<file path="src/mcbec_pkg.sv">
// Package with constants and types for the bank error code encoder.
package mcbec_pkg;

	// ----------------------------------------
	// Register map
	// ----------------------------------------
	localparam logic [11:0] OFS_STATUS_LO = 12'h000;
	localparam logic [11:0] OFS_STATUS_HI = 12'h004;
	localparam logic [11:0] OFS_CTRL      = 12'h008;
	localparam logic [11:0] OFS_EVENT     = 12'h00c;

	// ----------------------------------------
	// Status field positions and fixed values
	// ----------------------------------------
	localparam int          POS_MODEL_SPECIFIC_ERROR_FIELD       = 16;
	localparam int          POS_SYND       = 44;
	localparam int          POS_SYNDV      = 52;
	localparam int          POS_UC         = 61;
	localparam int          POS_VAL        = 63;
	localparam logic [10:0] LLC_PATTERN    = 11'h100;
	localparam logic [15:0] TYPE_A_CODE    = 16'h010b;
	localparam logic [15:0] TYPE_B_CODE    = 16'h0e0f;
	localparam logic [15:0] TYPE_C_CODE    = 16'h0400;
	localparam logic [63:0] STATUS_RESET   = 64'h0;
	localparam logic [31:0] CTRL_RESET     = 32'h0;

	// ----------------------------------------
	// Bus error flag positions within the model-specific field
	// ----------------------------------------
	localparam int BUS_REQ_PAR   = 0;
	localparam int BUS_C0_ADDR   = 1;
	localparam int BUS_C1_ADDR   = 2;
	localparam int BUS_RSP_PAR   = 4;
	localparam int BUS_DATA_PAR  = 5;
	localparam int BUS_C0_DATA   = 6;
	localparam int BUS_C1_DATA   = 7;
	localparam int BUS_DEFER_PAR = 8;
	localparam int BUS_ECC       = 9;
	localparam int BUS_DSTB      = 10;
	localparam int BUS_RSTB      = 11;
	localparam logic [15:0] BUS_DEFINED_MASK = 16'h0ff7;

	// ----------------------------------------
	// Cache bus controller codes
	// ----------------------------------------
	localparam logic [15:0] CBC_INCL_C0   = 16'h0001;
	localparam logic [15:0] CBC_INCL_C1   = 16'h0002;
	localparam logic [15:0] CBC_WEXC_C0   = 16'h0003;
	localparam logic [15:0] CBC_WEXC_C1   = 16'h0004;
	localparam logic [15:0] CBC_INCL_BUS  = 16'h0005;
	localparam logic [15:0] CBC_PROBE_ST  = 16'h0006;
	localparam logic [15:0] CBC_WR_STALL  = 16'h0007;
	localparam logic [15:0] CBC_ARB_TO    = 16'h0008;
	localparam logic [15:0] CBC_OOQ       = 16'h0009;
	localparam logic [15:0] CBC_THERMAL   = 16'h0100;
	localparam logic [15:0] CBC_INT_TO_A  = 16'h0200;
	localparam logic [15:0] CBC_INT_TO_B  = 16'h0300;
	localparam logic [15:0] CBC_SAFE_Q    = 16'h0400;
	localparam logic [15:0] CBC_CE_BUS    = 16'hc001;
	localparam logic [15:0] CBC_CE_C0     = 16'hc002;
	localparam logic [15:0] CBC_CE_C1     = 16'hc004;
	localparam logic [15:0] CBC_UE_BUS    = 16'he001;
	localparam logic [15:0] CBC_UE_C0     = 16'he002;
	localparam logic [15:0] CBC_UE_C1     = 16'he004;

	// ----------------------------------------
	// Types
	// ----------------------------------------
	typedef enum logic [1:0] {
		MCBEC_KIND_NONE,
		MCBEC_KIND_LLC,
		MCBEC_KIND_BUS,
		MCBEC_KIND_CBC
	} mcbec_kind_t;

	typedef struct packed {
		logic        valid;
		mcbec_kind_t kind;
		logic [2:0]  llc_outcome;
		logic [3:0]  bus_index;
		logic [4:0]  cbc_index;
		logic        synd_valid;
		logic [7:0]  syndrome;
	} mcbec_event_t;

	typedef struct packed {
		logic        psel;
		logic        penable;
		logic        pwrite;
		logic [11:0] paddr;
		logic [31:0] pwdata;
	} mcbec_apb_req_t;

	typedef struct packed {
		logic        pready;
		logic        pslverr;
		logic [31:0] prdata;
	} mcbec_apb_rsp_t;

endpackage

</file>
<file path="src/mcbec_encoder.sv">
// Bank error code encoder with its APB register slave.
`timescale 1ns/1ps

// How it works
// RQ1 - Cache error: outcome 18:16, fixed pattern above
// RQ2 - Outcomes 000-011: none, multi-way events
// RQ3 - Outcomes 100-111: none, single way, mixed
// RQ4 - Bus request parity bit16, response bit20
// RQ5 - Core address parity bits 17, 18
// RQ6 - Data parity bits 21, 22, 23
// RQ7 - Enhanced defer parity sets bit 24
// RQ8 - Inbound data ECC sets bit 25
// RQ9 - Strobe glitch bits 26, 27; top reserved
// RQ10 - Exactly one bus flag per report
// RQ11 - Bus ECC correctability via uncorrected flag
// RQ12 - Other bus errors are uncorrectable
// RQ13 - Core inclusion and write-exclusive codes 1-4
// RQ14 - Bus inclusion, probe stall, write stall codes
// RQ15 - Arbitration timeout 8, queue fault 9
// RQ16 - Internal timeout codes 0200 or 0300
// RQ17 - Thermal 0100, safety queue 0400
// RQ18 - Correctable outgoing ECC codes c001-c004
// RQ19 - Uncorrectable outgoing ECC codes e001-e004
// RQ20 - Controller codes uncorrectable except correctable ECC
// RQ21 - Controller correctable ECC may carry syndrome
// RQ22 - Model-specific code sits in 31:16
// RQ23 - Type code in 15:0 per kind
// RQ24 - Syndrome in 51:44, valid bit 52
// RQ25 - Whole record updated in one write
module mcbec_encoder (
	input  wire logic                     pclk,
	input  wire logic                     presetn,
	input  wire mcbec_pkg::mcbec_apb_req_t apb_req,
	output mcbec_pkg::mcbec_apb_rsp_t     apb_rsp,
	input  wire mcbec_pkg::mcbec_event_t  err_event,
	output logic                          err_logged,
	output logic                          err_dropped
);
	import mcbec_pkg::*;

	// ----------------------------------------
	// Code construction
	// ----------------------------------------
	function automatic logic [15:0] cbc_code(input logic [4:0] idx);
		logic [15:0] c;
		c = 16'h0000;
		case (idx)
			5'h00: c = CBC_INCL_C0; // RQ13
			5'h01: c = CBC_INCL_C1;
			5'h02: c = CBC_WEXC_C0;
			5'h03: c = CBC_WEXC_C1;
			5'h04: c = CBC_INCL_BUS; // RQ14
			5'h05: c = CBC_PROBE_ST;
			5'h06: c = CBC_WR_STALL;
			5'h07: c = CBC_ARB_TO; // RQ15
			5'h08: c = CBC_OOQ;
			5'h09: c = CBC_THERMAL; // RQ17
			5'h0a: c = CBC_INT_TO_A; // RQ16
			5'h0b: c = CBC_INT_TO_B;
			5'h0c: c = CBC_SAFE_Q;
			5'h0d: c = CBC_CE_BUS; // RQ18
			5'h0e: c = CBC_CE_C0;
			5'h0f: c = CBC_CE_C1;
			5'h10: c = CBC_UE_BUS; // RQ19
			5'h11: c = CBC_UE_C0;
			5'h12: c = CBC_UE_C1;
			default: c = 16'h0000;
		endcase
		return c;
	endfunction

	function automatic logic cbc_correctable(input logic [4:0] idx);
		return (idx >= 5'h0d) && (idx <= 5'h0f); // RQ20
	endfunction

	// A bus flag index that points at a reserved bit cannot be encoded.
	function automatic logic bus_index_ok(input logic [3:0] idx);
		logic [15:0] onehot;
		onehot = 16'h0001 << idx;
		return (onehot & BUS_DEFINED_MASK) != 16'h0000;
	endfunction

	wire logic [15:0] bus_onehot  = 16'h0001 << err_event.bus_index; // RQ10
	wire logic [15:0] llc_model_specific_error_field    = {LLC_PATTERN, 2'b00, err_event.llc_outcome}; // RQ1 RQ2 RQ3
	wire logic [15:0] cbc_model_specific_error_field    = cbc_code(err_event.cbc_index);
	wire logic        bus_is_ecc  = err_event.bus_index == 4'(BUS_ECC);
	wire logic        cbc_ok      = cbc_model_specific_error_field != 16'h0000; // RQ20
	wire logic        bus_ok      = bus_index_ok(err_event.bus_index);
	wire logic        bus_uc      = !(bus_is_ecc && err_event.synd_valid); // RQ11 RQ12
	wire logic        cbc_uc      = !cbc_correctable(err_event.cbc_index);
	wire logic        synd_use    = err_event.synd_valid &&
		((err_event.kind == MCBEC_KIND_BUS && bus_is_ecc) ||
		 (err_event.kind == MCBEC_KIND_CBC && !cbc_uc)); // RQ21 RQ24

	logic [15:0] sel_type;
	logic [15:0] sel_model_specific_error_field;
	logic        sel_uc;
	logic        sel_ok;

	always_comb begin
		sel_type = 16'h0000;
		sel_model_specific_error_field = 16'h0000;
		sel_uc   = 1'b0;
		sel_ok   = 1'b0;
		case (err_event.kind)
			MCBEC_KIND_LLC: begin
				sel_type = TYPE_A_CODE; // RQ23
				sel_model_specific_error_field = llc_model_specific_error_field;
				sel_uc   = err_event.llc_outcome[1];
				sel_ok   = 1'b1;
			end
			MCBEC_KIND_BUS: begin
				sel_type = TYPE_B_CODE;
				sel_model_specific_error_field = bus_onehot; // RQ4 RQ5 RQ6 RQ7 RQ8 RQ9
				sel_uc   = bus_uc;
				sel_ok   = bus_ok;
			end
			MCBEC_KIND_CBC: begin
				sel_type = TYPE_C_CODE;
				sel_model_specific_error_field = cbc_model_specific_error_field;
				sel_uc   = cbc_uc;
				sel_ok   = cbc_ok;
			end
			default: begin
				sel_ok = 1'b0;
			end
		endcase
	end

	// The record is written whole; an event that hits a record which is still valid is dropped,
	// so software never sees a first error replaced under its feet.
	logic [63:0] status;
	logic [31:0] ctrl;
	wire logic        bank_valid = status[POS_VAL];
	wire logic        log_now    = err_event.valid && sel_ok && !bank_valid && ctrl[0];
	wire logic [63:0] new_record = {1'b1, 1'b0, sel_uc, 8'h00, synd_use,
		(synd_use ? err_event.syndrome : 8'h00), 12'h000, sel_model_specific_error_field, sel_type}; // RQ22 RQ24 RQ25

	// ----------------------------------------
	// APB slave
	// ----------------------------------------
	wire logic apb_access = apb_req.psel && apb_req.penable;
	wire logic apb_wr     = apb_access && apb_req.pwrite;
	wire logic hit_lo     = apb_req.paddr == OFS_STATUS_LO;
	wire logic hit_hi     = apb_req.paddr == OFS_STATUS_HI;
	wire logic hit_ctrl   = apb_req.paddr == OFS_CTRL;
	wire logic hit_evt    = apb_req.paddr == OFS_EVENT;
	wire logic hit_any    = hit_lo || hit_hi || hit_ctrl || hit_evt;
	wire logic clr_hi     = apb_wr && hit_hi;
	wire logic wr_lo      = apb_wr && hit_lo;
	wire logic wr_ctrl    = apb_wr && hit_ctrl;

	logic [31:0] evt_count;

	wire logic [31:0] rd_mux = hit_lo   ? status[31:0]  :
	                           hit_hi   ? status[63:32] :
	                           hit_ctrl ? ctrl          :
	                           hit_evt  ? evt_count     : 32'h0000_0000;

	wire logic [63:0] next_status = log_now ? new_record :
	                                clr_hi  ? {apb_req.pwdata, status[31:0]} :
	                                wr_lo   ? {status[63:32], apb_req.pwdata} : status;

	always_ff @(posedge pclk or negedge presetn) begin
		if (!presetn) begin
			status      <= STATUS_RESET;
			ctrl        <= CTRL_RESET;
			evt_count   <= 32'h0000_0000;
			err_logged  <= 1'b0;
			err_dropped <= 1'b0;
			apb_rsp     <= '0;
		end else begin
			status      <= next_status; // RQ25
			ctrl        <= wr_ctrl ? apb_req.pwdata : ctrl;
			evt_count   <= log_now ? evt_count + 32'h0000_0001 : evt_count;
			err_logged  <= log_now;
			err_dropped <= err_event.valid && !log_now;
			apb_rsp.pready  <= apb_req.psel && !apb_req.penable;
			apb_rsp.pslverr <= apb_req.psel && !apb_req.penable && !hit_any;
			apb_rsp.prdata  <= (apb_req.psel && !apb_req.penable && !apb_req.pwrite) ? rd_mux : 32'h0000_0000;
		end
	end

	// ----------------------------------------
	// Checks
	// ----------------------------------------
	wire logic log_llc = log_now && err_event.kind == MCBEC_KIND_LLC;
	wire logic log_bus = log_now && err_event.kind == MCBEC_KIND_BUS;
	wire logic log_cbc = log_now && err_event.kind == MCBEC_KIND_CBC;

	property p_llc_pattern;
		@(posedge pclk) disable iff (!presetn)
		(log_now && err_event.kind == MCBEC_KIND_LLC) |=>
			status[31:21] == LLC_PATTERN && status[20:19] == 2'b00 && status[15:0] == TYPE_A_CODE;
	endproperty
	a_llc_pattern: assert property (p_llc_pattern) else $error("Cache error record malformed."); // RQ1

	property p_llc_outcome;
		@(posedge pclk) disable iff (!presetn)
		(log_now && err_event.kind == MCBEC_KIND_LLC) |=> status[18:16] == $past(err_event.llc_outcome);
	endproperty
	a_llc_outcome: assert property (p_llc_outcome) else $error("Cache outcome code lost."); // RQ2

	property p_bus_onehot;
		@(posedge pclk) disable iff (!presetn)
		(log_now && err_event.kind == MCBEC_KIND_BUS) |=>
			$onehot(status[31:16]) && (status[31:16] & ~BUS_DEFINED_MASK) == 16'h0000;
	endproperty
	a_bus_onehot: assert property (p_bus_onehot) else $error("Bus flags not exactly one."); // RQ10

	property p_bus_uc;
		@(posedge pclk) disable iff (!presetn)
		(log_now && err_event.kind == MCBEC_KIND_BUS && !bus_is_ecc) |=> status[POS_UC];
	endproperty
	a_bus_uc: assert property (p_bus_uc) else $error("Bus error not uncorrectable."); // RQ12

	property p_cbc_uc;
		@(posedge pclk) disable iff (!presetn)
		(log_now && err_event.kind == MCBEC_KIND_CBC) |=>
			status[POS_UC] == !(status[31:29] == 3'b110);
	endproperty
	a_cbc_uc: assert property (p_cbc_uc) else $error("Controller correctability wrong."); // RQ20

	property p_cbc_code;
		@(posedge pclk) disable iff (!presetn)
		(log_now && err_event.kind == MCBEC_KIND_CBC && err_event.cbc_index == 5'h07) |=>
			status[31:16] == 16'h0008 && status[15:0] == TYPE_C_CODE;
	endproperty
	a_cbc_code: assert property (p_cbc_code) else $error("Arbitration timeout code wrong."); // RQ15

	property p_synd;
		@(posedge pclk) disable iff (!presetn)
		log_now |=> status[POS_SYNDV] == $past(synd_use) &&
			(!status[POS_SYNDV] || status[51:44] == $past(err_event.syndrome));
	endproperty
	a_synd: assert property (p_synd) else $error("Syndrome field wrong."); // RQ24

	property p_single_update;
		@(posedge pclk) disable iff (!presetn)
		$rose(status[POS_VAL]) |-> $past(log_now) && status[15:0] != 16'h0000;
	endproperty
	a_single_update: assert property (p_single_update) else $error("Record not written whole."); // RQ25

	property p_llc_multi;
		@(posedge pclk) disable iff (!presetn)
		(log_llc && !err_event.llc_outcome[2]) |=> !status[18];
	endproperty
	a_llc_multi: assert property (p_llc_multi) else $error("Multi-way outcome wrong."); // RQ2

	property p_llc_single;
		@(posedge pclk) disable iff (!presetn)
		(log_llc && err_event.llc_outcome[2]) |=> status[18];
	endproperty
	a_llc_single: assert property (p_llc_single) else $error("Single-way outcome wrong."); // RQ3

	property p_bus_req_par;
		@(posedge pclk) disable iff (!presetn)
		(log_bus && err_event.bus_index == 4'(BUS_REQ_PAR)) |=> status[31:16] == 16'h0001;
	endproperty
	a_bus_req_par: assert property (p_bus_req_par) else $error("Request parity flag wrong."); // RQ4

	property p_bus_rsp_par;
		@(posedge pclk) disable iff (!presetn)
		(log_bus && err_event.bus_index == 4'(BUS_RSP_PAR)) |=> status[31:16] == 16'h0010;
	endproperty
	a_bus_rsp_par: assert property (p_bus_rsp_par) else $error("Response parity flag wrong."); // RQ4

	property p_bus_c0_addr;
		@(posedge pclk) disable iff (!presetn)
		(log_bus && err_event.bus_index == 4'(BUS_C0_ADDR)) |=> status[31:16] == 16'h0002;
	endproperty
	a_bus_c0_addr: assert property (p_bus_c0_addr) else $error("Core 0 address flag wrong."); // RQ5

	property p_bus_c1_addr;
		@(posedge pclk) disable iff (!presetn)
		(log_bus && err_event.bus_index == 4'(BUS_C1_ADDR)) |=> status[31:16] == 16'h0004;
	endproperty
	a_bus_c1_addr: assert property (p_bus_c1_addr) else $error("Core 1 address flag wrong."); // RQ5

	property p_bus_data_par;
		@(posedge pclk) disable iff (!presetn)
		(log_bus && err_event.bus_index == 4'(BUS_DATA_PAR)) |=> status[31:16] == 16'h0020;
	endproperty
	a_bus_data_par: assert property (p_bus_data_par) else $error("Inbound data parity flag wrong."); // RQ6

	property p_bus_c0_data;
		@(posedge pclk) disable iff (!presetn)
		(log_bus && err_event.bus_index == 4'(BUS_C0_DATA)) |=> status[31:16] == 16'h0040;
	endproperty
	a_bus_c0_data: assert property (p_bus_c0_data) else $error("Core 0 data flag wrong."); // RQ6

	property p_bus_c1_data;
		@(posedge pclk) disable iff (!presetn)
		(log_bus && err_event.bus_index == 4'(BUS_C1_DATA)) |=> status[31:16] == 16'h0080;
	endproperty
	a_bus_c1_data: assert property (p_bus_c1_data) else $error("Core 1 data flag wrong."); // RQ6

	property p_bus_defer;
		@(posedge pclk) disable iff (!presetn)
		(log_bus && err_event.bus_index == 4'(BUS_DEFER_PAR)) |=> status[31:16] == 16'h0100;
	endproperty
	a_bus_defer: assert property (p_bus_defer) else $error("Defer parity flag wrong."); // RQ7

	property p_bus_ecc;
		@(posedge pclk) disable iff (!presetn)
		(log_bus && err_event.bus_index == 4'(BUS_ECC)) |=> status[31:16] == 16'h0200;
	endproperty
	a_bus_ecc: assert property (p_bus_ecc) else $error("Inbound ECC flag wrong."); // RQ8

	property p_bus_dstb;
		@(posedge pclk) disable iff (!presetn)
		(log_bus && err_event.bus_index == 4'(BUS_DSTB)) |=> status[31:16] == 16'h0400;
	endproperty
	a_bus_dstb: assert property (p_bus_dstb) else $error("Data strobe flag wrong."); // RQ9

	property p_bus_rstb;
		@(posedge pclk) disable iff (!presetn)
		(log_bus && err_event.bus_index == 4'(BUS_RSTB)) |=> status[31:16] == 16'h0800;
	endproperty
	a_bus_rstb: assert property (p_bus_rstb) else $error("Request strobe flag wrong."); // RQ9

	property p_bus_ecc_uc;
		@(posedge pclk) disable iff (!presetn)
		(log_bus && bus_is_ecc) |=> status[POS_UC] == !$past(err_event.synd_valid);
	endproperty
	a_bus_ecc_uc: assert property (p_bus_ecc_uc) else $error("Bus ECC correctability wrong."); // RQ11

	property p_bus_type;
		@(posedge pclk) disable iff (!presetn)
		log_bus |=> status[15:0] == TYPE_B_CODE && status[43:32] == 12'h000;
	endproperty
	a_bus_type: assert property (p_bus_type) else $error("Bus type code wrong."); // RQ23

	property p_cbc_core;
		@(posedge pclk) disable iff (!presetn)
		(log_cbc && err_event.cbc_index < 5'h04) |=> status[31:16] == {11'h000, $past(err_event.cbc_index) + 5'h01};
	endproperty
	a_cbc_core: assert property (p_cbc_core) else $error("Core controller code wrong."); // RQ13

	property p_cbc_bus;
		@(posedge pclk) disable iff (!presetn)
		(log_cbc && err_event.cbc_index inside {[5'h04:5'h06]}) |=>
			status[31:16] == {11'h000, $past(err_event.cbc_index) + 5'h01};
	endproperty
	a_cbc_bus: assert property (p_cbc_bus) else $error("Bus controller code wrong."); // RQ14

	property p_cbc_int_to;
		@(posedge pclk) disable iff (!presetn)
		(log_cbc && err_event.cbc_index inside {5'h0a, 5'h0b}) |=>
			status[31:16] == ($past(err_event.cbc_index[0]) ? 16'h0300 : 16'h0200);
	endproperty
	a_cbc_int_to: assert property (p_cbc_int_to) else $error("Internal timeout code wrong."); // RQ16

	property p_cbc_thermal_safe;
		@(posedge pclk) disable iff (!presetn)
		(log_cbc && err_event.cbc_index inside {5'h09, 5'h0c}) |=>
			status[31:16] == ($past(err_event.cbc_index[2]) ? 16'h0400 : 16'h0100);
	endproperty
	a_cbc_thermal_safe: assert property (p_cbc_thermal_safe) else $error("Thermal or queue code wrong."); // RQ17

	property p_cbc_ce;
		@(posedge pclk) disable iff (!presetn)
		(log_cbc && err_event.cbc_index inside {[5'h0d:5'h0f]}) |=>
			status[31:19] == 13'h1800 && $onehot(status[18:16]) && !status[POS_UC];
	endproperty
	a_cbc_ce: assert property (p_cbc_ce) else $error("Correctable ECC code wrong."); // RQ18

	property p_cbc_ue;
		@(posedge pclk) disable iff (!presetn)
		(log_cbc && err_event.cbc_index inside {[5'h10:5'h12]}) |=>
			status[31:19] == 13'h1c00 && $onehot(status[18:16]) && status[POS_UC];
	endproperty
	a_cbc_ue: assert property (p_cbc_ue) else $error("Uncorrectable ECC code wrong."); // RQ19

	property p_cbc_reserved;
		@(posedge pclk) disable iff (!presetn)
		(err_event.valid && err_event.kind == MCBEC_KIND_CBC && err_event.cbc_index > 5'h12) |=>
			err_dropped && !err_logged;
	endproperty
	a_cbc_reserved: assert property (p_cbc_reserved) else $error("Reserved code not dropped."); // RQ20

	property p_cbc_synd;
		@(posedge pclk) disable iff (!presetn)
		(log_cbc && err_event.synd_valid && err_event.cbc_index inside {[5'h0d:5'h0f]}) |=> status[POS_SYNDV];
	endproperty
	a_cbc_synd: assert property (p_cbc_synd) else $error("Controller syndrome missing."); // RQ21

	property p_drop_busy;
		@(posedge pclk) disable iff (!presetn)
		(err_event.valid && status[POS_VAL]) |=> err_dropped && !err_logged;
	endproperty
	a_drop_busy: assert property (p_drop_busy) else $error("Valid record overwritten."); // RQ25

endmodule

</file>
<file path="config.mk">
export PLATFORM = sky130hd
export DESIGN_NAME = mcbec_encoder
export DESIGN_NICKNAME = d
export VERILOG_FILES = /design/src/mcbec_pkg.sv /design/src/mcbec_encoder.sv
export SDC_FILE = /design/constraint.sdc
export NUM_CORES = 1
export LEC_CHECK = 0
export BUFFER_PORTS_ARGS = -buffer_cell sky130_fd_sc_hd__buf_2
export CORE_UTILIZATION = 58
export DETAILED_ROUTE_END_ITERATION = 10
export PLACE_DENSITY = 0.9
export SLEW_MARGIN = 40
export SYNTH_ARGS = -nofsm -noshare
export SYNTH_HDL_FRONTEND = slang
export SYNTH_SLANG_ARGS = --single-unit
export TNS_END_PERCENT = 1
</file>
<file path="constraint.sdc">
create_clock -name pclk -period 1.9 [get_ports pclk]
set_input_delay 0.095 -clock pclk [delete_from_list [all_inputs] [get_ports pclk]]
set_output_delay 0.095 -clock pclk [all_outputs]
set_load 0.005 [all_outputs]
</file>
==> metrics.md, run 1 <==
| Metric | Value |
|---|---|
| Longest Clk Path Bufs | `2` |
| Crit share post-route | `113%` |
| Synth Register Bits | `approximately 160` |
| Register area share after synthesis | `between 40% and 50%` |
| Vias in the first global route | `between 7,000 and 8,000` |
| Dpl ws | `-0.417 ns` |
| Tmin final | `2.15 ns` |
| Leakage | `approximately 0.005 uW` |
| CP Max Fanout | `7` |
| Pin count of the biggest net entering global routing | `between 50 and 60` |
| WL/cell | `between 20 and 25 um` |
| Utilization after layout | `about four fifths` |
| CTS tree | `done` |
| Clock transition at path regs | `0.07 ns` |
| Relative slew slack | `between 50% and 60%` |
| Worst EP arrival | `between 2 and 3 ns` |
| Final WL | `26,600 um` |
| Hold Path Stages | `4` |
| R2r setup slk | `-0.25 ns` |
| Diode count | `0` |
| Reg-to-reg endpoint | `evt_count[28]` |
| Antenna Nets Post-Route | `0` |
| Root Buffer | `clkbuf_16` |
| Initial antenna violation count | `0` |
| Pwr dens | `about 720 mW/mm^2` |
| Dpl hpwl | `15,000 um` |
| Num rows | `43` |
| Die Ht | `121 um` |
| Num ports | `roughly 110` |
| IO buf count | `between 100 and 150` |
| Placed instance count | `around 1,100` |
| Origin of the worst setup path | `evt_count[8]` |
| Initial Util | `roughly three fifths` |
| Cells after Synth | `~730` |
| Worst path required time | `2.26 ns` |
| Clk_skew | `between 0.01 and 0.015 ns` |
| RePlAce Congestion | `~0.89` |
| GRT Total Usage | `35.8%` |
| Worst Tran Pin Value | `between 0.7 and 0.8 ns` |
| # Max-Cap Violations | `0` |
| Fraction of layout cells with a size suffix above 1 | `about 36%` |
| Area leader, netlist | `dfrtp_1` |
| GRT overflow | `0` |
| PnR worst setup slack | `-0.251 ns` |
| Fmax | `about 0.46 GHz` |
| First drt pass iteration count | `11` |
| Core Region | `about 0.014 mm^2` |
| Area grow syn2layout | `32.9%` |
| Die area | `0.0146 mm^2` |
| Post-Syn Area per Cell | `roughly 11 um^2` |
| VDD IR-drop max | `approximately 670 uV` |
| First-pass GRT wire length | `a little under 40,000 um` |
| Vias | `7,507` |
| Synth top area share | `about half` |
| Main synth FF type | `dfrtp_1` |
| Finished Layout Cells | `about 1,100` |
| Reg2reg start | `evt_count[8]` |
| Via density | `6.58` |
| Unrepaired setup endpoints after global routing | `true` |
| Cell with the most instances after synthesis | `dfrtp_1` |
| Hold/Removal Path Class | `primary input to flip-flop` |
| Post-synthesis cell type count | `58` |
| Failing checks | `design-rule violations, negative setup slack` |
| Synth warn | `0` |
| Asr flop ratio synth | `100%` |
| DRC | `2` |
| Final setup violation count | `15` |
| Top cells by instance count after synthesis | `dfrtp_1 (164), nand2_1 (121), a21oi_1 (37)` |
| Net count, final | `about 1,000` |
| CTS Buf Count | `17` |
| H-tree depth | `4` |
| Post-synth EDFFs | `0` |
| Worst skew pair latency | `0.43 ns` |
| Post-Syn Area | `just over 0.008 mm^2` |
| Max-slew violations | `0` |
| Initial DRC Count | `roughly 1,200` |
| Final hold vios | `0` |
| Tot Pwr | `~7900 uW` |
| End point of the critical path | `evt_count[28]` |
| Status | `finished with violations` |
| Setup crit start kind | `flip-flop` |
| Post-Syn Nets | `between 800 and 900` |
| Hold_sp | `err_event[19]` |
| R2r worst-path depth | `6` |
| Clock Sinks | `between 150 and 200` |
| Endpoint class of the critical path | `flip-flop` |
| Critical path class | `flip-flop to flip-flop` |
| Die X | `around 120 um` |
| Synth top area cells | `dfrtp_1 (50%), mux4_2 (8.8%), nand2_1 (5.5%)` |
[what timing repair did]
action | 4_1_cts | 5_1_grt
resized for setup | 10 | 42
pin swaps | 1 | 15
hold buffers | 47 | 0
gates cloned | 0 | 0
endpoints found under the hold margin | 181 | 0
setup buffers | 1 | 8
setup endpoints to repair | 9 | 103
[where the power goes]
part           internal, uW  total (uW)  switching, uW
registers              3500        3500           5.12
logic                   281         627            346
clock network          2280        3760           1470
[cells in the final DEF, fill, tap and decap left out, drive strengths merged, types with 2 or more instances in the layout]
master	netlist	final
a31o	2	2
bufinv	0	4
nor4b	3	3
xor2	27	27
ha	11	11
nor3b	6	6
nor4	9	9
or2	5	5
and2	3	3
nor3	34	34
o311ai	2	2
xnor2	5	5
nor2b	34	34
a211oi	4	4
nand3b	2	2
clkinv	0	2
a222oi	3	3
or3	4	4
nor2	18	18
inv	12	16
mux2	35	35
o21bai	2	2
nand4	11	11
buf	28	201
clkbuf	20	22
or4	4	4
nand2b	6	6
nand2	121	121
and3	5	5
dlygate4sd3	0	47
a21oi	37	37
o21ai	9	9
mux2i	21	21
nand3	17	17
a31oi	18	18
o2bb2ai	8	8
mux4	32	32
dfrtp	164	164
[critical path, cell delays in order, from the launching register on]
cell and delay, ns:
dfrtp_1 0.40, nand4_1 0.18, nor3_2 0.26, nand4_1 0.35, or2_4 0.46, nor3_1 0.27, xor2_1 0.16
[metal layers]
| layer | track usage [%] | share of wire (%) | vias to the layer above |
|---|---|---|---|
| li1 | - | - | 3036 |
| met2 | 56.1 | 47 | 717 |
| met5 | 0 | 0 | - |
| met4 | 18.8 | 5.2 | 0 |
| met1 | 46.7 | 36 | 3595 |
| met3 | 7.89 | 11 | 159 |
[layout make-up]
type	count	area (um^2)
Sequential cell	164	4110
Multi-Input combinational cell	505	4050
Fill cell	672	2910
Timing Repair Buffer	249	1860
Clock buffer	21	460
Tap cell	180	225
Clock inverter	10	169
Inverter	12	47.5
[worst min-delay path by stage]
stage	endpoint	slack [ns]
3_5_place_dp	apb_rsp[32]	0.05
3_3_place_gp	apb_rsp[32]	0.05
4_1_cts	status[61]	0.08
5_1_grt	status[61]	0.11
6_report	status[61]	0.1
2_1_floorplan	apb_rsp[0]	-0.20
[metrics by stage]
step                setup TNS, ns  hold WS [ns]  cell area (um^2)
floorplan                       0        -0.201              8220
global placement           -17.88        0.0543              9500
detailed placement         -27.89        0.0514              9500
CTS                      -0.00560        0.0843             10600
global route                -2.20         0.105             10900
finish                      -1.53        0.0969             10900
[cells by family (layout without fill, tap and decap cells)]
family,after synthesis,in the layout,synth area share (%)
and+or+nand+nor,285,285,18.1
adders and majority gates,11,11,1.68
buffers and inverters,60,292,3.88
xor gates and xnor gates,32,32,3.41
DFF,164,164,49.9
muxes,88,88,16.2
AOI/OAI and AO/OA,89,89,6.82
[flip-flops by register name (all words and copies together) (netlist names)]
signal,flops
status,64
err_logged,1
ctrl,32
err_dropped,1
evt_count,32
apb_rsp,34
No activity file was read; power rests on OpenSTA's default activity.
==> run 2: changes to the inputs <==
--- a/config.mk
+++ b/config.mk
@@ -8,7 +8,7 @@
 export BUFFER_PORTS_ARGS = -buffer_cell sky130_fd_sc_hd__buf_2
 export CORE_UTILIZATION = 58
 export DETAILED_ROUTE_END_ITERATION = 10
-export PLACE_DENSITY = 0.9
+export PLACE_DENSITY_LB_ADDON = 0.2
 export SLEW_MARGIN = 40
 export SYNTH_ARGS = -nofsm -noshare
 export SYNTH_HDL_FRONTEND = slang
==> metrics.md, run 2 (synthesized netlist as in run 1, its figures left out) <==
| Metric | Value |
|---|---|
| Status | `completed` |
| GRT overflow | `0` |
| Initial antenna violation count | `0` |
| Max-slew violations | `0` |
| PnR worst setup slack | `roughly 0.055 ns` |
| M3 GR Usage | `under 10%` |
| GR Util met1 | `between 40% and 50%` |
| Worst EP arrival | `2.20 ns` |
| GRT Total Usage | `about a third` |
| Routing usage on met2 | `between 50% and 60%` |
| Initial Util | `between 50% and 60%` |
| Final hold vios | `0` |
| Commonest non-fill, non-tap cell in the layout | `dfrtp_1` |
| Antenna Nets Post-Route | `0` |
| Fmax | `between 0.5 and 0.6 GHz` |
| Via density | `between 5 and 6` |
| Fraction of layout cells with a size suffix above 1 | `between 30% and 40%` |
| Relative slew slack | `between 60% and 70%` |
| Tot Pwr | `about 7600 uW` |
| Tmin final | `1.85 ns` |
| Clk_skew | `roughly 0.0075 ns` |
| Dpl hpwl | `14,900 um` |
| Sequential Power Share | `between 40 and 50%` |
| First-pass GRT wire length | `approximately 35,000 um` |
| Initial DRC Count | `between 500 and 600` |
| DRC | `0` |
| Diode count | `0` |
| Sw Pwr | `1730 uW` |
| CTS tree | `done` |
| Root Buffer | `clkbuf_16` |
| WL/cell | `~19 um` |
| Vias | `roughly 6,700` |
| CP Max Fanout | `11` |
| Net count, final | `slightly above 1,000` |
| Register with the most flip-flops | `status` |
| Unrepaired setup endpoints after global routing | `true` |
| Max reg flops | `64` |
| Combinational share of power | `around 7.9%` |
| Worst path required time | `around 2.3 ns` |
| Final setup violation count | `0` |
| CTS Buf Count | `17` |
| IO buf count | `108` |
| Crit share post-route | `a little over nine tenths` |
| Longest Clk Path Bufs | `2` |
| VDD IR-drop max | `between 600 and 700 uV` |
| Internal power | `between 5000 and 6000 uW` |
| Commonest cells after routing, fill and taps aside | `dfrtp_1 (164), nand2_1 (121), buf_2 (107)` |
| Pwr dens | `717 mW/mm^2` |
| Die X | `~120 um` |
| # Max-Cap Violations | `0` |
| Endpoint class of the critical path | `flip-flop` |
| R2r worst-path depth | `7` |
| Clock Power Share | `45.9%` |
| Total negative slack | `0 ns` |
| Worst Tran Pin Value | `roughly 0.46 ns` |
| Sw frac | `between 20% and 30%` |
| Pin count of the biggest net entering global routing | `71` |
| First drt pass iteration count | `5` |
| Num rows | `43` |
| Setup crit start kind | `flip-flop` |
| Vias in the first global route | `6,784` |
| Num ports | `around 110` |
| Critical path class | `flip-flop to flip-flop` |
| Leakage | `around 0.0050 uW` |
| Placed instance count | `1,056` |
| Clock Sinks | `roughly 160` |
| RePlAce Congestion | `roughly 0.89` |
| H-tree depth | `4` |
| Die Ht | `roughly 120 um` |
| Die area | `~0.015 mm^2` |
| Clock transition at path regs | `0.06 ns` |
| Area grow syn2layout | `28.9%` |
| Dpl ws | `-0.399 ns` |
| Finished Layout Cells | `approximately 1,100` |
| Hold/Removal Path Class | `primary input to asynchronous set/reset pin` |
| Gr busiest metal | `met2` |
| Core Region | `~0.014 mm^2` |
| Worst skew pair latency | `about 0.44 ns` |
| Top flop regs | `status: 64 flops, apb_rsp: 34 flops` |
| Final WL | `21,800 um` |
## run 2: cell count changes in the layout (fill, tap and decap cells not counted), sizes merged
cell / change
buf: -6
inv: -2
dlygate4sd3: -1
bufinv: -2
clkinv: +1
clkinvlp: +3
## run 2: critical path, cell delays in order (launching register included)
cell and delay, ns:
dfrtp_1 0.39, nand2_1 0.13, nor3_2 0.16, o21ai_2 0.11
buf_4 0.19, or2_2 0.37, nor3_1 0.24, xor2_1 0.19
## run 2: worst paths after layout
kind | slack (ns) | start | end
max reg2reg | 0.05 | ctrl[0] | evt_count[23]
min | 0.12 | presetn | status[59]
min reg2reg | 0.47 | evt_count[31] | evt_count[31]
max in group asynchronous | 1.07 | presetn | evt_count[15]
min in group pclk | 0.12 | err_event[19] | status[61]
max | 0.05 | ctrl[0] | evt_count[23]
## run 2: power groups by stage
stage	Clock [uW]	Sequential, uW	Combinational [uW]
CTS	3530	3510	597
global route	3660	3500	657
global placement	0	3570	512
floorplan	0	3570	205
finish	3490	3510	603
detailed placement	0	3570	522
## run 2: through the flow
stage | utilization (%) | hold slack (ns) | cell area, um^2
2_1_floorplan | - | -0.201 | 8220
3_3_place_gp | 68.5 | 0.00565 | 9470
3_5_place_dp | 68.5 | 0.0110 | 9470
4_1_cts | 76.3 | 0.0915 | 10500
5_1_grt | 76.6 | 0.107 | 10600
6_report | 76.6 | 0.116 | 10600
## run 2: repair_timing
item                                    4_1_cts  5_1_grt
gates cloned                                  0        0
hold buffers                                 46        0
pin swaps                                     0        1
setup buffers                                 0        0
resized for setup                             2       11
endpoints found under the hold margin       257        0
endpoints found under the setup margin        3       84
## run 2: area by class of cell
type	count	area, um^2
inverters	12	47.5
repair buffers	241	1740
clock buffers	22	484
flip-flops and latches	164	4100
clock inverters	10	121
fillers	880	3240
well taps	180	225
multi-input cells	505	3870
## run 2: per-layer routing
| layer | part of all wire [%] | up-vias |
|---|---|---|
| met1 | 42 | 3393 |
| met2 | 48 | 294 |
| met4 | 1.5 | 0 |
| li1 | - | 3014 |
| met5 | 0 | - |
| met3 | 8.2 | 32 |
==> run 3: changes to the inputs <==
--- a/config.mk
+++ b/config.mk
@@ -8,6 +8,7 @@
 export BUFFER_PORTS_ARGS = -buffer_cell sky130_fd_sc_hd__buf_2
 export CORE_UTILIZATION = 58
 export DETAILED_ROUTE_END_ITERATION = 10
+export GPL_TIMING_DRIVEN = 0
 export PLACE_DENSITY_LB_ADDON = 0.2
 export SLEW_MARGIN = 40
 export SYNTH_ARGS = -nofsm -noshare
==> metrics.md, run 3 (synthesized netlist as in run 1, its figures left out) <==
| Metric | Value |
|---|---|
| Clock transition at path regs | `0.07 ns` |
| Worst path required time | `between 2 and 2.5 ns` |
| Num rows | `43` |
| Final hold vios | `0` |
| WL/cell | `~21 um` |
| CTS tree | `done` |
| Placed inst area | `roughly 0.0090 mm^2` |
| Crit path max-delay cell type | `dfrtp_2` |
| Final setup violation count | `0` |
| Net count, final | `roughly 1,000` |
| Clock Sinks | `164` |
| Critical path class | `flip-flop to flip-flop` |
| Initial antenna violation count | `0` |
| Hold/Removal Path Class | `primary input to flip-flop` |
| Die area | `~0.015 mm^2` |
| Die X | `121 um` |
| Initial Util | `between 50% and 60%` |
| Total negative slack | `0 ns` |
| Area grow syn2layout | `26.5%` |
| Crit share post-route | `between 90% and 100%` |
| Num ports | `109` |
| Pwr dens | `726 mW/mm^2` |
| Vias | `around 6,800` |
| Fraction of layout cells with a size suffix above 1 | `about a third` |
| Fill cells | `914` |
| Critical Path, Cell by Cell | `nand4_1 -> nor3_4 -> buf_4 -> nand2_1 -> or2_4 -> nor3_1 -> xnor2_1` |
| First-pass GRT wire length | `about 36,000 um` |
| H-tree depth | `4` |
| Max-slew violations | `0` |
| IO buf count | `about 100` |
| Worst EP arrival | `about 2.3 ns` |
| RePlAce Congestion | `0.891` |
| Fmax | `approximately 0.53 GHz` |
| Commonest non-fill, non-tap cell in the layout | `dfrtp_1` |
| CP Max Fanout | `5` |
| Leakage | `between 0.004 and 0.005 uW` |
| Root Buffer | `clkbuf_16` |
| Diode count | `0` |
| Relative slew slack | `45.7%` |
| Worst Tran Pin Value | `0.814 ns` |
| Reg2reg start | `evt_count[6]` |
| GRT Total Usage | `roughly a third` |
| Via density | `about 6` |
| Final WL | `between 20,000 and 25,000 um` |
| GRT overflow | `0` |
| Fin area | `around 0.010 mm^2` |
| Pin count of the biggest net entering global routing | `75` |
| Longest Clk Path Bufs | `2` |
| Unrepaired setup endpoints after global routing | `true` |
| Die Ht | `between 100 and 150 um` |
| R2r setup slk | `between 0.02 and 0.025 ns` |
| Vias in the first global route | `6,821` |
| Initial DRC Count | `slightly above 600` |
| Commonest cells after routing, fill and taps aside | `dfrtp_1 (161), nand2_1 (120), buf_2 (112)` |
| Core Region | `roughly 0.014 mm^2` |
| Register with the most flip-flops | `status` |
| Critical Path Max Stage Delay | `0.42 ns` |
| Origin of the worst setup path | `evt_count[6]` |
| # Max-Cap Violations | `0` |
| Clk_skew | `0.00978 ns` |
| Tmin final | `around 1.9 ns` |
| VDD IR-drop max | `635 uV` |
| Dpl hpwl | `roughly 15,000 um` |
| CTS Buf Count | `17` |
| End point of the critical path | `evt_count[17]` |
| R2r worst-path depth | `7` |
| Top flop regs | `status: 64 flops, apb_rsp: 34 flops` |
| Reg-to-reg endpoint | `evt_count[17]` |
| Worst skew pair latency | `between 0.4 and 0.5 ns` |
| Status | `completed` |
| First drt pass iteration count | `5` |
| Setup crit start kind | `flip-flop` |
| Antenna Nets Post-Route | `0` |
| Max reg flops | `64` |
| Endpoint class of the critical path | `flip-flop` |
| DRC | `0` |
==> run 3: cell count changes in the layout (fill, tap and decap cells not counted), sizes merged <==
cell | before | now
buf | 195 | 142
clkbuf | 22 | 44
clkinv | 3 | 5
clkinvlp | 3 | 2
dlygate4sd3 | 46 | 45
==> run 3: what timing repair did <==
action | in CTS | in global routing
pin swaps | 1 | 4
endpoints found under the hold margin | 257 | 0
hold buffers | 45 | 0
cloned | 0 | 0
setup endpoints to repair | 35 | 110
buffers inserted | 0 | 12
resized for setup | 15 | 47
==> run 3: final cells by class <==
class | count | area, um^2 | area share [%]
well taps | 180 | 225 | 2.17
clock buffers | 21 | 470 | 4.53
clock inverters | 11 | 125 | 1.20
repair buffers | 163 | 1140 | 11.0
plain buffers | 47 | 293 | 2.82
multi-input cells | 505 | 3980 | 38.3
flip-flops and latches | 164 | 4110 | 39.5
inverters | 12 | 47.5 | 0.457
==> run 3: per-stage QoR <==
| step | std cells | setup slack (ns) | hold slack, ns | util (%) | power (uW) |
|---|---|---|---|---|---|
| after floorplan | 729 | 0.0706 | -0.201 | - | 3780 |
| after global placement | 1013 | -1.58 | 0.303 | 64.8 | 4000 |
| after detailed placement | 1015 | -0.616 | -0.0587 | 65.3 | 4030 |
| after CTS | 1092 | -0.155 | 0.00782 | 73.3 | 7530 |
| after global routing | 1103 | -0.0591 | 0.0360 | 75.2 | 7750 |
| final | 1103 | 0.0227 | 0.00967 | 75.2 | 7550 |
==> run 3: worst max-delay path, delay by kind of cell (launching register included) <==
kind | cells | cell delay, ns
flops | 1 | 0.42
simple gates | 5 | 1.10
buf+inv | 1 | 0.15
xor+xnor | 1 | 0.15
==> run 3: worst min-delay path by stage <==
stage / slack [ns] / end / cells after the start / start
after floorplan: -0.20 / apb_rsp[0] / 0 / presetn
final: 0.01 / apb_rsp[32] / 3 / apb_req[42]
after global placement: 0.30 / status[46] / 2 / err_event[2]
after CTS: 0.008 / apb_rsp[32] / 3 / apb_req[42]
after global routing: 0.04 / apb_rsp[32] / 3 / apb_req[42]
after detailed placement: -0.06 / apb_rsp[27] / 1 / presetn
==> run 3: power by group <==
part	switching, uW	internal, uW
logic	321	244
clock network	1430	2040
registers	4.51	3500
total	1760	5790
==> run 3: routing by layer <==
layer / global-route usage, % / vias to the layer above / wire length, um
met5: 0 / - / 0
met4: 14.7 / 0 / 621
met3: 7.24 / 57 / 2000
met2: 54.0 / 367 / 11300
met1: 42.5 / 3400 / 9190
li1: - / 2947 / -
